--- src/hw/tbl_pkg.sv ---
package tbl_pkg;

  // register offsets
  localparam logic [7:0] OFF_OUT_STATUS = 8'h00;
  localparam logic [7:0] OFF_OUT_PORT = 8'h04;
  localparam logic [7:0] OFF_LSEL0 = 8'h1c;
  localparam logic [7:0] OFF_LIN0 = 8'h1e;
  localparam logic [7:0] OFF_LSEL1 = 8'h21;
  localparam logic [7:0] OFF_LIN1 = 8'h23;
  localparam logic [7:0] OFF_NOISE = 8'h4e;
  localparam logic [7:0] OFF_BL_UPD = 8'h4f;
  localparam logic [7:0] OFF_SETTLE = 8'h50;
  localparam logic [7:0] OFF_CLK_AR = 8'h51;
  localparam logic [7:0] OFF_COMMAND = 8'ha0;

  // field positions
  localparam int unsigned LSEL_ON_BIT = 7;
  localparam int unsigned LSEL_INV_BIT = 1;
  localparam int unsigned LSEL_AND_BIT = 0;
  localparam int unsigned CLK_SEL_LSB = 4;
  localparam int unsigned AUTO_RST_BIT = 3;
  localparam logic [7:0] LSEL_WMASK = 8'h83;
  localparam logic [7:0] CLK_AR_WMASK = 8'h38;

  // values after reset
  localparam logic [7:0] RST_LSEL = 8'h00;
  localparam logic [7:0] RST_LIN0 = 8'h01;
  localparam logic [7:0] RST_LIN1 = 8'h02;
  localparam logic [7:0] RST_NOISE = 8'h28;
  localparam logic [7:0] RST_BL_UPD = 8'h64;
  localparam logic [7:0] RST_SETTLE = 8'ha0;
  localparam logic [7:0] RST_CLK_AR = 8'h00;
  localparam logic [1:0] RST_OUT_PORT = 2'h0;

  // commands and counts
  localparam logic [7:0] CMD_NORMAL = 8'h07;
  localparam logic [7:0] CMD_SETUP = 8'h08;
  localparam logic [7:0] SETTLE_MIN = 8'h02;

  typedef enum logic [1:0] {
    TBL_MODE_NORMAL = 2'b01,
    TBL_MODE_SETUP = 2'b10
  } tbl_mode_t;

  typedef enum logic [1:0] {
    TBL_ST_IDLE = 2'b01,
    TBL_ST_SETTLE = 2'b10
  } tbl_settle_t;

  // low bits of the divider that must be all ones for a sense tick
  function automatic logic [2:0] tbl_div_mask(input logic [1:0] code);
    logic [2:0] m;
    m = 3'h0;
    case (code)
      2'h1: m = 3'h1;
      2'h2: m = 3'h3;
      2'h3: m = 3'h7;
      default: m = 3'h0;
    endcase
    return m;
  endfunction

endpackage

--- src/hw/tbl_cfg_if.sv ---
`timescale 1ns/1ps
`default_nettype none
interface tbl_cfg_if;
  logic [7:0] noise_threshold_value;
  logic [7:0] bucket_fill_level;
  logic sensor_auto_reset;
  modport src (
    output noise_threshold_value,
    output bucket_fill_level,
    output sensor_auto_reset
  );
  modport snk (
    input noise_threshold_value,
    input bucket_fill_level,
    input sensor_auto_reset
  );
endinterface
`default_nettype wire

--- src/hw/tbl_baseline.sv ---
`timescale 1ns/1ps
`default_nettype none
module tbl_baseline import tbl_pkg::*; #(
  parameter int unsigned CNT_W = 16
) (
  // clock and reset
  input wire logic clk_sys,
  input wire logic srst,
  // shared settings
  tbl_cfg_if.snk cfg,
  // samples
  input wire logic sample_valid,
  input wire logic [CNT_W-1:0] raw_count,
  // tracked baseline
  output logic [CNT_W-1:0] baseline
);

  typedef struct packed {
    logic primed;
    logic [CNT_W-1:0] base;
    logic [7:0] bucket;
  } tbl_bl_st_t;

  tbl_bl_st_t s_reg;
  tbl_bl_st_t s_next;
  logic [CNT_W-1:0] diff;
  logic [7:0] step;
  logic [8:0] sum;
  logic quiet;

  always_comb begin
    s_next = s_reg;
    diff = raw_count - s_reg.base;
    // a large jump only reaches the bucket with auto reset; clip it to one byte
    step = (diff > CNT_W'(8'hff)) ? 8'hff : diff[7:0];
    sum = {1'b0, s_reg.bucket} + {1'b0, step};
    quiet = diff < CNT_W'(cfg.noise_threshold_value);
    if (sample_valid) begin
      if (!s_reg.primed) begin
        s_next.primed = 1'b1;
        s_next.base = raw_count;
        s_next.bucket = 8'h00;
      end else if (raw_count > s_reg.base) begin
        if (quiet || cfg.sensor_auto_reset) begin
          if (sum >= {1'b0, cfg.bucket_fill_level}) begin
            s_next.base = (s_reg.base == '1) ? s_reg.base : s_reg.base + 1'b1;
            s_next.bucket = 8'h00;
          end else begin
            s_next.bucket = sum[7:0];
          end
        end
      end else if (raw_count < s_reg.base) begin
        // falling counts are followed at once so a release never sticks
        s_next.base = raw_count;
        s_next.bucket = 8'h00;
      end
    end
  end

  always_ff @(posedge clk_sys) begin
    if (srst) begin
      s_reg <= '0;
    end else begin
      s_reg <= s_next;
    end
  end

  assign baseline = s_reg.base;

endmodule
`default_nettype wire

--- src/hw/tbl_out_logic.sv ---
`timescale 1ns/1ps
`default_nettype none
module tbl_out_logic import tbl_pkg::*; (
  // clock and reset
  input wire logic clk_sys,
  input wire logic srst,
  // configuration
  input wire logic [7:0] output_logic_select,
  input wire logic [1:0] sensor_input_mask,
  input wire logic port_bit,
  input wire logic pin_enable,
  // sensor states
  input wire logic [1:0] sensor_state,
  // pin
  output logic pin,
  output logic pin_oe_n
);

  typedef struct packed {
    logic pin;
    logic oe_n;
  } tbl_out_st_t;

  tbl_out_st_t s_reg;
  tbl_out_st_t s_next;
  logic [1:0] picked;
  logic combined;

  always_comb begin
    s_next = s_reg;
    picked = sensor_state & sensor_input_mask;
    // an empty mask makes AND false rather than vacuously true
    if (output_logic_select[LSEL_AND_BIT]) begin
      combined = (sensor_input_mask != 2'h0) && ((sensor_state | ~sensor_input_mask) == 2'h3);
    end else begin
      combined = |picked;
    end
    if (output_logic_select[LSEL_ON_BIT]) begin
      s_next.pin = combined ^ output_logic_select[LSEL_INV_BIT];
    end else begin
      s_next.pin = port_bit;
    end
    s_next.oe_n = ~pin_enable;
  end

  always_ff @(posedge clk_sys) begin
    if (srst) begin
      s_reg.pin <= 1'b0;
      s_reg.oe_n <= 1'b1;
    end else begin
      s_reg <= s_next;
    end
  end

  assign pin = s_reg.pin;
  assign pin_oe_n = s_reg.oe_n;

endmodule
`default_nettype wire

--- src/hw/tbl_top.sv ---
// Behaviour
// - one logic select register per output
// - select write ignored while pin disabled
// - bit 7 enables the logic function
// - bit 1 inverts the logic result
// - bit 0 chooses OR or AND
// - input mask bits 1:0 pick sensors
// - no baseline update above noise threshold
// - small positive difference fills the bucket
// - full bucket bumps baseline, empties bucket
// - settling value sets conversion delay length
// - sense clock divides by 1,2,4,8
// - auto reset updates baseline continuously
// - settling and clock registers setup-mode only
// - shared settings apply to every channel
// - port writes leave logic-driven pins alone
// - command 08 setup, 07 normal mode
`timescale 1ns/1ps
`default_nettype none
module tbl_top import tbl_pkg::*; #(
  parameter int unsigned NUM_CH = 2,
  parameter int unsigned CNT_W = 16
) (
  // clock and reset
  input wire logic clk_sys,
  input wire logic srst,
  // register access
  input wire logic [7:0] reg_addr,
  input wire logic [7:0] reg_wdata,
  input wire logic reg_wr,
  output logic [7:0] reg_rdata,
  output logic setup_mode,
  // sensing core
  input wire logic [NUM_CH-1:0] sensor_active,
  input wire logic [NUM_CH-1:0] sample_valid,
  input wire logic [NUM_CH-1:0][CNT_W-1:0] raw_count,
  output logic [NUM_CH-1:0][CNT_W-1:0] baseline,
  input wire logic conv_start,
  output logic sense_tick,
  output logic settle_busy,
  output logic settle_done,
  // output pins
  input wire logic [NUM_CH-1:0] pin_enable,
  output logic [NUM_CH-1:0] output_pin,
  output logic [NUM_CH-1:0] output_pin_oe_n
);

  ////////////////////////////////////////////////////////////////////////////
  // state

  typedef struct packed {
    logic [1:0][7:0] lsel;
    logic [1:0][1:0] lmask;
    logic [1:0] port;
    logic [7:0] noise;
    logic [7:0] bl_upd;
    logic [7:0] settle;
    logic [7:0] clk_ar;
    tbl_mode_t mode;
    logic [7:0] rdata;
    logic [2:0] div_cnt;
    logic tick;
    tbl_settle_t st;
    logic [7:0] settle_cnt;
    logic done;
  } tbl_top_st_t;

  tbl_top_st_t s_reg;
  tbl_top_st_t s_next;

  logic [1:0] ch_mask;
  logic [1:0] pin_en2;
  logic [1:0] sense2;
  logic [1:0] pin_lvl2;
  logic [NUM_CH-1:0] pin_lvl;
  logic [2:0] dmask;

  // channels above NUM_CH read as absent
  function automatic logic [1:0] present_mask(input int unsigned n);
    return (n > 1) ? 2'h3 : 2'h1;
  endfunction

  // a setting below the minimum still gives the documented shortest delay
  function automatic logic [7:0] settle_len(input logic [7:0] v);
    return (v < SETTLE_MIN) ? SETTLE_MIN : v;
  endfunction

  always_comb begin
    ch_mask = present_mask(NUM_CH);
    pin_en2 = 2'h0;
    sense2 = 2'h0;
    pin_lvl2 = 2'h0;
    for (int i = 0; i < NUM_CH; i++) begin
      pin_en2[i] = pin_enable[i];
      sense2[i] = sensor_active[i];
      pin_lvl2[i] = pin_lvl[i];
    end
  end

  ////////////////////////////////////////////////////////////////////////////
  // register writes, read mux, divider, settling timer

  always_comb begin
    s_next = s_reg;
    s_next.done = 1'b0;
    dmask = tbl_div_mask(s_reg.clk_ar[CLK_SEL_LSB +: 2]);

    if (reg_wr) begin
      case (reg_addr)
        OFF_LSEL0: begin
          if (pin_en2[0]) begin
            s_next.lsel[0] = reg_wdata & LSEL_WMASK;
          end
        end
        OFF_LSEL1: begin
          // second output only exists on the two-channel build
          if (ch_mask[1] && pin_en2[1]) begin
            s_next.lsel[1] = reg_wdata & LSEL_WMASK;
          end
        end
        OFF_LIN0: begin
          s_next.lmask[0] = reg_wdata[1:0] & ch_mask;
        end
        OFF_LIN1: begin
          if (ch_mask[1]) begin
            s_next.lmask[1] = reg_wdata[1:0] & ch_mask;
          end
        end
        OFF_OUT_PORT: begin
          s_next.port = reg_wdata[1:0] & ch_mask;
        end
        OFF_NOISE: begin
          s_next.noise = reg_wdata;
        end
        OFF_BL_UPD: begin
          s_next.bl_upd = reg_wdata;
        end
        OFF_SETTLE: begin
          if (s_reg.mode == TBL_MODE_SETUP) begin
            s_next.settle = reg_wdata;
          end
        end
        OFF_CLK_AR: begin
          if (s_reg.mode == TBL_MODE_SETUP) begin
            s_next.clk_ar = reg_wdata & CLK_AR_WMASK;
          end
        end
        OFF_COMMAND: begin
          if (reg_wdata == CMD_SETUP) begin
            s_next.mode = TBL_MODE_SETUP;
          end else if (reg_wdata == CMD_NORMAL) begin
            s_next.mode = TBL_MODE_NORMAL;
          end
        end
        default: begin
        end
      endcase
    end

    // read data is registered: valid the cycle after the address
    case (reg_addr)
      OFF_OUT_STATUS: s_next.rdata = {6'h00, pin_lvl2};
      OFF_OUT_PORT: s_next.rdata = {6'h00, s_reg.port};
      OFF_LSEL0: s_next.rdata = s_reg.lsel[0];
      OFF_LIN0: s_next.rdata = {6'h00, s_reg.lmask[0]};
      OFF_LSEL1: s_next.rdata = s_reg.lsel[1];
      OFF_LIN1: s_next.rdata = {6'h00, s_reg.lmask[1]};
      OFF_NOISE: s_next.rdata = s_reg.noise;
      OFF_BL_UPD: s_next.rdata = s_reg.bl_upd;
      OFF_SETTLE: s_next.rdata = s_reg.settle;
      OFF_CLK_AR: s_next.rdata = s_reg.clk_ar;
      default: s_next.rdata = 8'h00;
    endcase

    // free-running divider; the tick marks one sensing clock period
    s_next.div_cnt = s_reg.div_cnt + 3'h1;
    s_next.tick = (s_reg.div_cnt & dmask) == dmask;

    unique case (s_reg.st)
      TBL_ST_IDLE: begin
        if (conv_start) begin
          s_next.settle_cnt = settle_len(s_reg.settle);
          s_next.st = TBL_ST_SETTLE;
        end
      end
      TBL_ST_SETTLE: begin
        if (s_reg.tick) begin
          if (s_reg.settle_cnt == 8'h01) begin
            s_next.done = 1'b1;
            s_next.st = TBL_ST_IDLE;
          end else begin
            s_next.settle_cnt = s_reg.settle_cnt - 8'h01;
          end
        end
      end
      default: begin
        s_next.st = TBL_ST_IDLE;
      end
    endcase
  end

  always_ff @(posedge clk_sys) begin
    if (srst) begin
      s_reg <= '0;
      s_reg.lsel <= {RST_LSEL, RST_LSEL};
      s_reg.lmask <= {RST_LIN1[1:0], RST_LIN0[1:0]};
      s_reg.port <= RST_OUT_PORT;
      s_reg.noise <= RST_NOISE;
      s_reg.bl_upd <= RST_BL_UPD;
      s_reg.settle <= RST_SETTLE;
      s_reg.clk_ar <= RST_CLK_AR;
      s_reg.mode <= TBL_MODE_NORMAL;
      s_reg.st <= TBL_ST_IDLE;
    end else begin
      s_reg <= s_next;
    end
  end

  assign reg_rdata = s_reg.rdata;
  assign setup_mode = (s_reg.mode == TBL_MODE_SETUP);
  assign sense_tick = s_reg.tick;
  assign settle_busy = (s_reg.st == TBL_ST_SETTLE);
  assign settle_done = s_reg.done;

  ////////////////////////////////////////////////////////////////////////////
  // shared baseline settings, one copy for all channels

  tbl_cfg_if cfg ();

  assign cfg.noise_threshold_value = s_reg.noise;
  assign cfg.bucket_fill_level = s_reg.bl_upd;
  assign cfg.sensor_auto_reset = s_reg.clk_ar[AUTO_RST_BIT];

  ////////////////////////////////////////////////////////////////////////////
  // per-channel baseline trackers and output logic

  for (genvar g = 0; g < NUM_CH; g++) begin : g_ch
    tbl_baseline #(
      .CNT_W(CNT_W)
    ) u_baseline (
      .clk_sys(clk_sys),
      .srst(srst),
      .cfg(cfg),
      .sample_valid(sample_valid[g]),
      .raw_count(raw_count[g]),
      .baseline(baseline[g])
    );

    tbl_out_logic u_out (
      .clk_sys(clk_sys),
      .srst(srst),
      .output_logic_select(s_reg.lsel[g]),
      .sensor_input_mask(s_reg.lmask[g]),
      .port_bit(s_reg.port[g]),
      .pin_enable(pin_enable[g]),
      .sensor_state(sense2),
      .pin(pin_lvl[g]),
      .pin_oe_n(output_pin_oe_n[g])
    );
  end

  assign output_pin = pin_lvl;

endmodule
`default_nettype wire

--- config.mk ---
export PLATFORM = sky130hd
export DESIGN_NAME = tbl_top
export DESIGN_NICKNAME = d
export VERILOG_FILES = /design/src/hw/tbl_pkg.sv /design/src/hw/tbl_cfg_if.sv /design/src/hw/tbl_baseline.sv /design/src/hw/tbl_out_logic.sv /design/src/hw/tbl_top.sv
export SDC_FILE = /design/constraint.sdc
export NUM_CORES = 1
export LEC_CHECK = 0
export ABC_AREA = 0
export BUFFER_PORTS_ARGS = -buffer_cell sky130_fd_sc_hd__buf_2
export CAP_MARGIN = 25
export CELL_PAD_IN_SITES_DETAIL_PLACEMENT = 1
export CELL_PAD_IN_SITES_GLOBAL_PLACEMENT = 1
export CORE_ASPECT_RATIO = 1.4
export CORE_MARGIN = 4
export CORE_UTILIZATION = 45
export CTS_CLUSTER_DIAMETER = 80
export DETAILED_ROUTE_END_ITERATION = 12
export PLACE_DENSITY = 0.77
export SLEW_MARGIN = 20
export SYNTH_ARGS = -nofsm -noshare
export SYNTH_HDL_FRONTEND = slang
export SYNTH_HIERARCHICAL = 1
export SYNTH_SLANG_ARGS = --single-unit
--- constraint.sdc ---
create_clock -name clk_sys -period 10.57 [get_ports clk_sys]
set_clock_uncertainty 0.2 [all_clocks]
set_input_delay 0.5285 -clock clk_sys [delete_from_list [all_inputs] [get_ports clk_sys]]
set_output_delay 0.5285 -clock clk_sys [all_outputs]
set_load 0.05 [all_outputs]
==> impl_results.md <==
* Post-CTS Resized at 0
* Max-Slew Margin vs Limit at 32.8%
* Final setup viols at 0
* Slowest stage cell, crit path: a211oi_1
* Area Growth Syn to Fin at 9.09%
* Syn. warnings at 6
* Worst Path Required at 10.72 ns
* Unrepaired setup endpoints after global routing: false
* First-pass GRT wire length at 48700 um
* Tmin final at 7.07 ns
* Placed Cells at 1489
* Post-Synthesis Net Count at 1362
* Total GRT Usage at 24.3%
* Buf+Inv Stages, Crit Path at 2
* Largest net degree at the start of global routing at 65
* I/O pin cnt at 106
* Die H at 182 um
* Worst-margin pin slew at 1.01 ns
* CTS Sinks at 118
* Pint at 0.000939 W
* Critical path fanouts, max at 8
* Routed Wire Length at 29500 um
* Crit Path Category: register to register
* Max FFs per register at 37
* Clock network power share at 39.0%
* H-Tree Depth at 4
* CP peak stage delay at 0.60 ns
* Status: completed
* Setup TNS at 0 ns
* Rows at 63
* Switch share at 36.1%
* Slew Limit Fails at 0
* Detailed-route via count at 9187
* CP Capture Type: register
* Die Area at 24200 um2
* Post-synthesis instance area at 9790 um2
* GR Overflow Total at 0
* Worst hold path class: input port to register
* Critical path arrival at 7.22 ns
* Fmax at 141 MHz
* Post-CTS Setup Bufs at 0
* Routed wire per std cell at 19.4 um
* Family with the most delay on the worst path: compound AO/OA/AOI/OAI gates
* Clk slew on worst S/H paths at 0.06 ns
* Initial core utilization at 46.0%
* Flop pwr share at 32.6%
* Final std cells w/o fill at 1522
* # DRC at 0
* Syn Area/Cell at 8.05 um2
* Iter 0 DRT Violations at 462
* Comb power frac at 28.4%
* Post-layout nets at 1396
* Critical path launch point type: register
* RD Place Congestion at 0.862
* Vias in the first global route at 9445
* Number of hold buffers added after cts at 0
* CTS root buf: clkbuf_16
* CTS tree: done
* DP HPWL at 21900 um
* Fillers at 2632
* Maximum vdd ir drop at 105 uV
* Die width at 133 um
* Pleak at 4.40 nW
* Core region area at 21300 um2
* Via density at 6.04
* Drt first pass iters at 5
* Detail Route Antenna Nets at 0
* Synth Instances at 1215
* CTS max path bufs at 2
* Psw at 0.000531 W
* Clock Latency Late Sink at 0.43 ns
* Fin crit share at 66.9%
* Total CTS buffers at 17
* Final Hold Vio Count at 0
* Maximum capacitance violations at 0
* Initial antenna violation count at 0
* Antenna Diode Count at 0
* Fraction of layout cells with a size suffix above 1 at 16.6%
* PD cells at 138 nW/um2
* Port Buffers at 105
stage by stage:
step | hold slack [ns] | utilization [%] | total power [W] | worst slack (ns) | area [um2]
detailed placement | 0.249 | 47.5 | 0.000901 | 3.13 | 10100
CTS | 0.0661 | 50.1 | 0.00148 | 3.39 | 10700
global route | 0.0822 | 50.2 | 0.00155 | 2.97 | 10700
finish | 0.0848 | 50.2 | 0.00147 | 3.50 | 10700
global placement | 0.242 | 47.5 | 0.000894 | 3.47 | 10100
floorplan | 0.227 | - | 0.000810 | 4.39 | 9790
layer usage:
| layer | share of wire, % | GRT usage, % | wire length, um | vias to the layer above |
|---|---|---|---|---|
| li1 | - | - | - | 4473 |
| met1 | 44 | 30.1 | 13000 | 4514 |
| met2 | 51 | 43.7 | 15000 | 166 |
| met3 | 3.0 | 3.28 | 892 | 34 |
| met4 | 1.9 | 7.45 | 567 | 0 |
| met5 | 0 | 0 | 0 | - |
worst register-to-register path: stages, from the launching register on:
cell	delay, ns
dfxtp_1	0.39
inv_1	0.09
ha_1	0.39
a21o_1	0.24
a31o_2	0.24
o21ai_0	0.29
and4_1	0.23
o211ai_1	0.15
nand2b_1	0.21
a2111oi_4	0.53
nand2_1	0.14
ha_1	0.23
fa_1	0.40
a21o_1	0.19
a21oi_1	0.28
o21ai_0	0.18
a21oi_1	0.21
ha_1	0.28
o2111ai_1	0.20
nor4_1	0.08
a211oi_1	0.60
a41oi_1	0.27
clkbuf_2	0.26
and3_1	0.20
nand2_1	0.15
o21ai_0	0.15
a211oi_2	0.22
cell usage in the layout, fill, tap and decap left out, types with 8 or more instances in the layout:
cell type / count
a21o_1: 17
o21a_1: 14
a31o_2: 9
clkbuf_16: 17
a211oi_1: 9
nor2_1: 98
a21oi_1: 78
o21ai_0: 39
inv_1: 88
and3_1: 22
nor3b_1: 8
a211o_1: 9
and2_1: 9
nand4_1: 18
nor4_1: 9
o311ai_0: 9
nand2_1: 97
o31ai_1: 17
nor3_1: 23
o211ai_1: 13
xor2_1: 11
xnor2_1: 20
nand3_1: 44
mux2i_1: 20
a311o_1: 8
ha_1: 85
buf_2: 104
nor2b_1: 10
a22o_1: 10
a31oi_1: 15
dfxtp_1: 118
a211oi_2: 8
nand2b_1: 29
cell type report:
| cell class | count | area [um2] | area share [%] |
|---|---|---|---|
| clock buffers | 19 | 443 | 4.15 |
| clock inverters | 13 | 125 | 1.17 |
| inverters | 89 | 334 | 3.13 |
| multi-input cells | 912 | 6520 | 61.0 |
| flip-flops and latches | 118 | 2360 | 22.1 |
| well taps | 260 | 325 | 3.05 |
| repair buffers | 111 | 571 | 5.34 |
power by group through the flow:
| stage | clock network, W | logic (W) | registers (W) |
|---|---|---|---|
| 6_report | 0.000573 | 0.000417 | 0.000480 |
| 2_1_floorplan | 0 | 0.000324 | 0.000486 |
| 4_1_cts | 0.000585 | 0.000417 | 0.000480 |
| 3_3_place_gp | 0 | 0.000405 | 0.000489 |
| 5_1_grt | 0.000606 | 0.000458 | 0.000483 |
| 3_5_place_dp | 0 | 0.000412 | 0.000489 |
worst paths after layout:
check	startpoint	endpoint	slack, ns	depth (start not counted)
min reg2reg	s_reg[12]	s_reg[12]	0.26	1
min	pin_enable[1]	g_ch[1].u_out/pin_oe_n	0.08	2
max reg2reg	g_ch[0].u_baseline/baseline[4]	g_ch[0].u_baseline/baseline[5]	3.50	26
max	g_ch[0].u_baseline/baseline[4]	g_ch[0].u_baseline/baseline[5]	3.50	26
No activity file was read; power rests on OpenSTA's default activity.
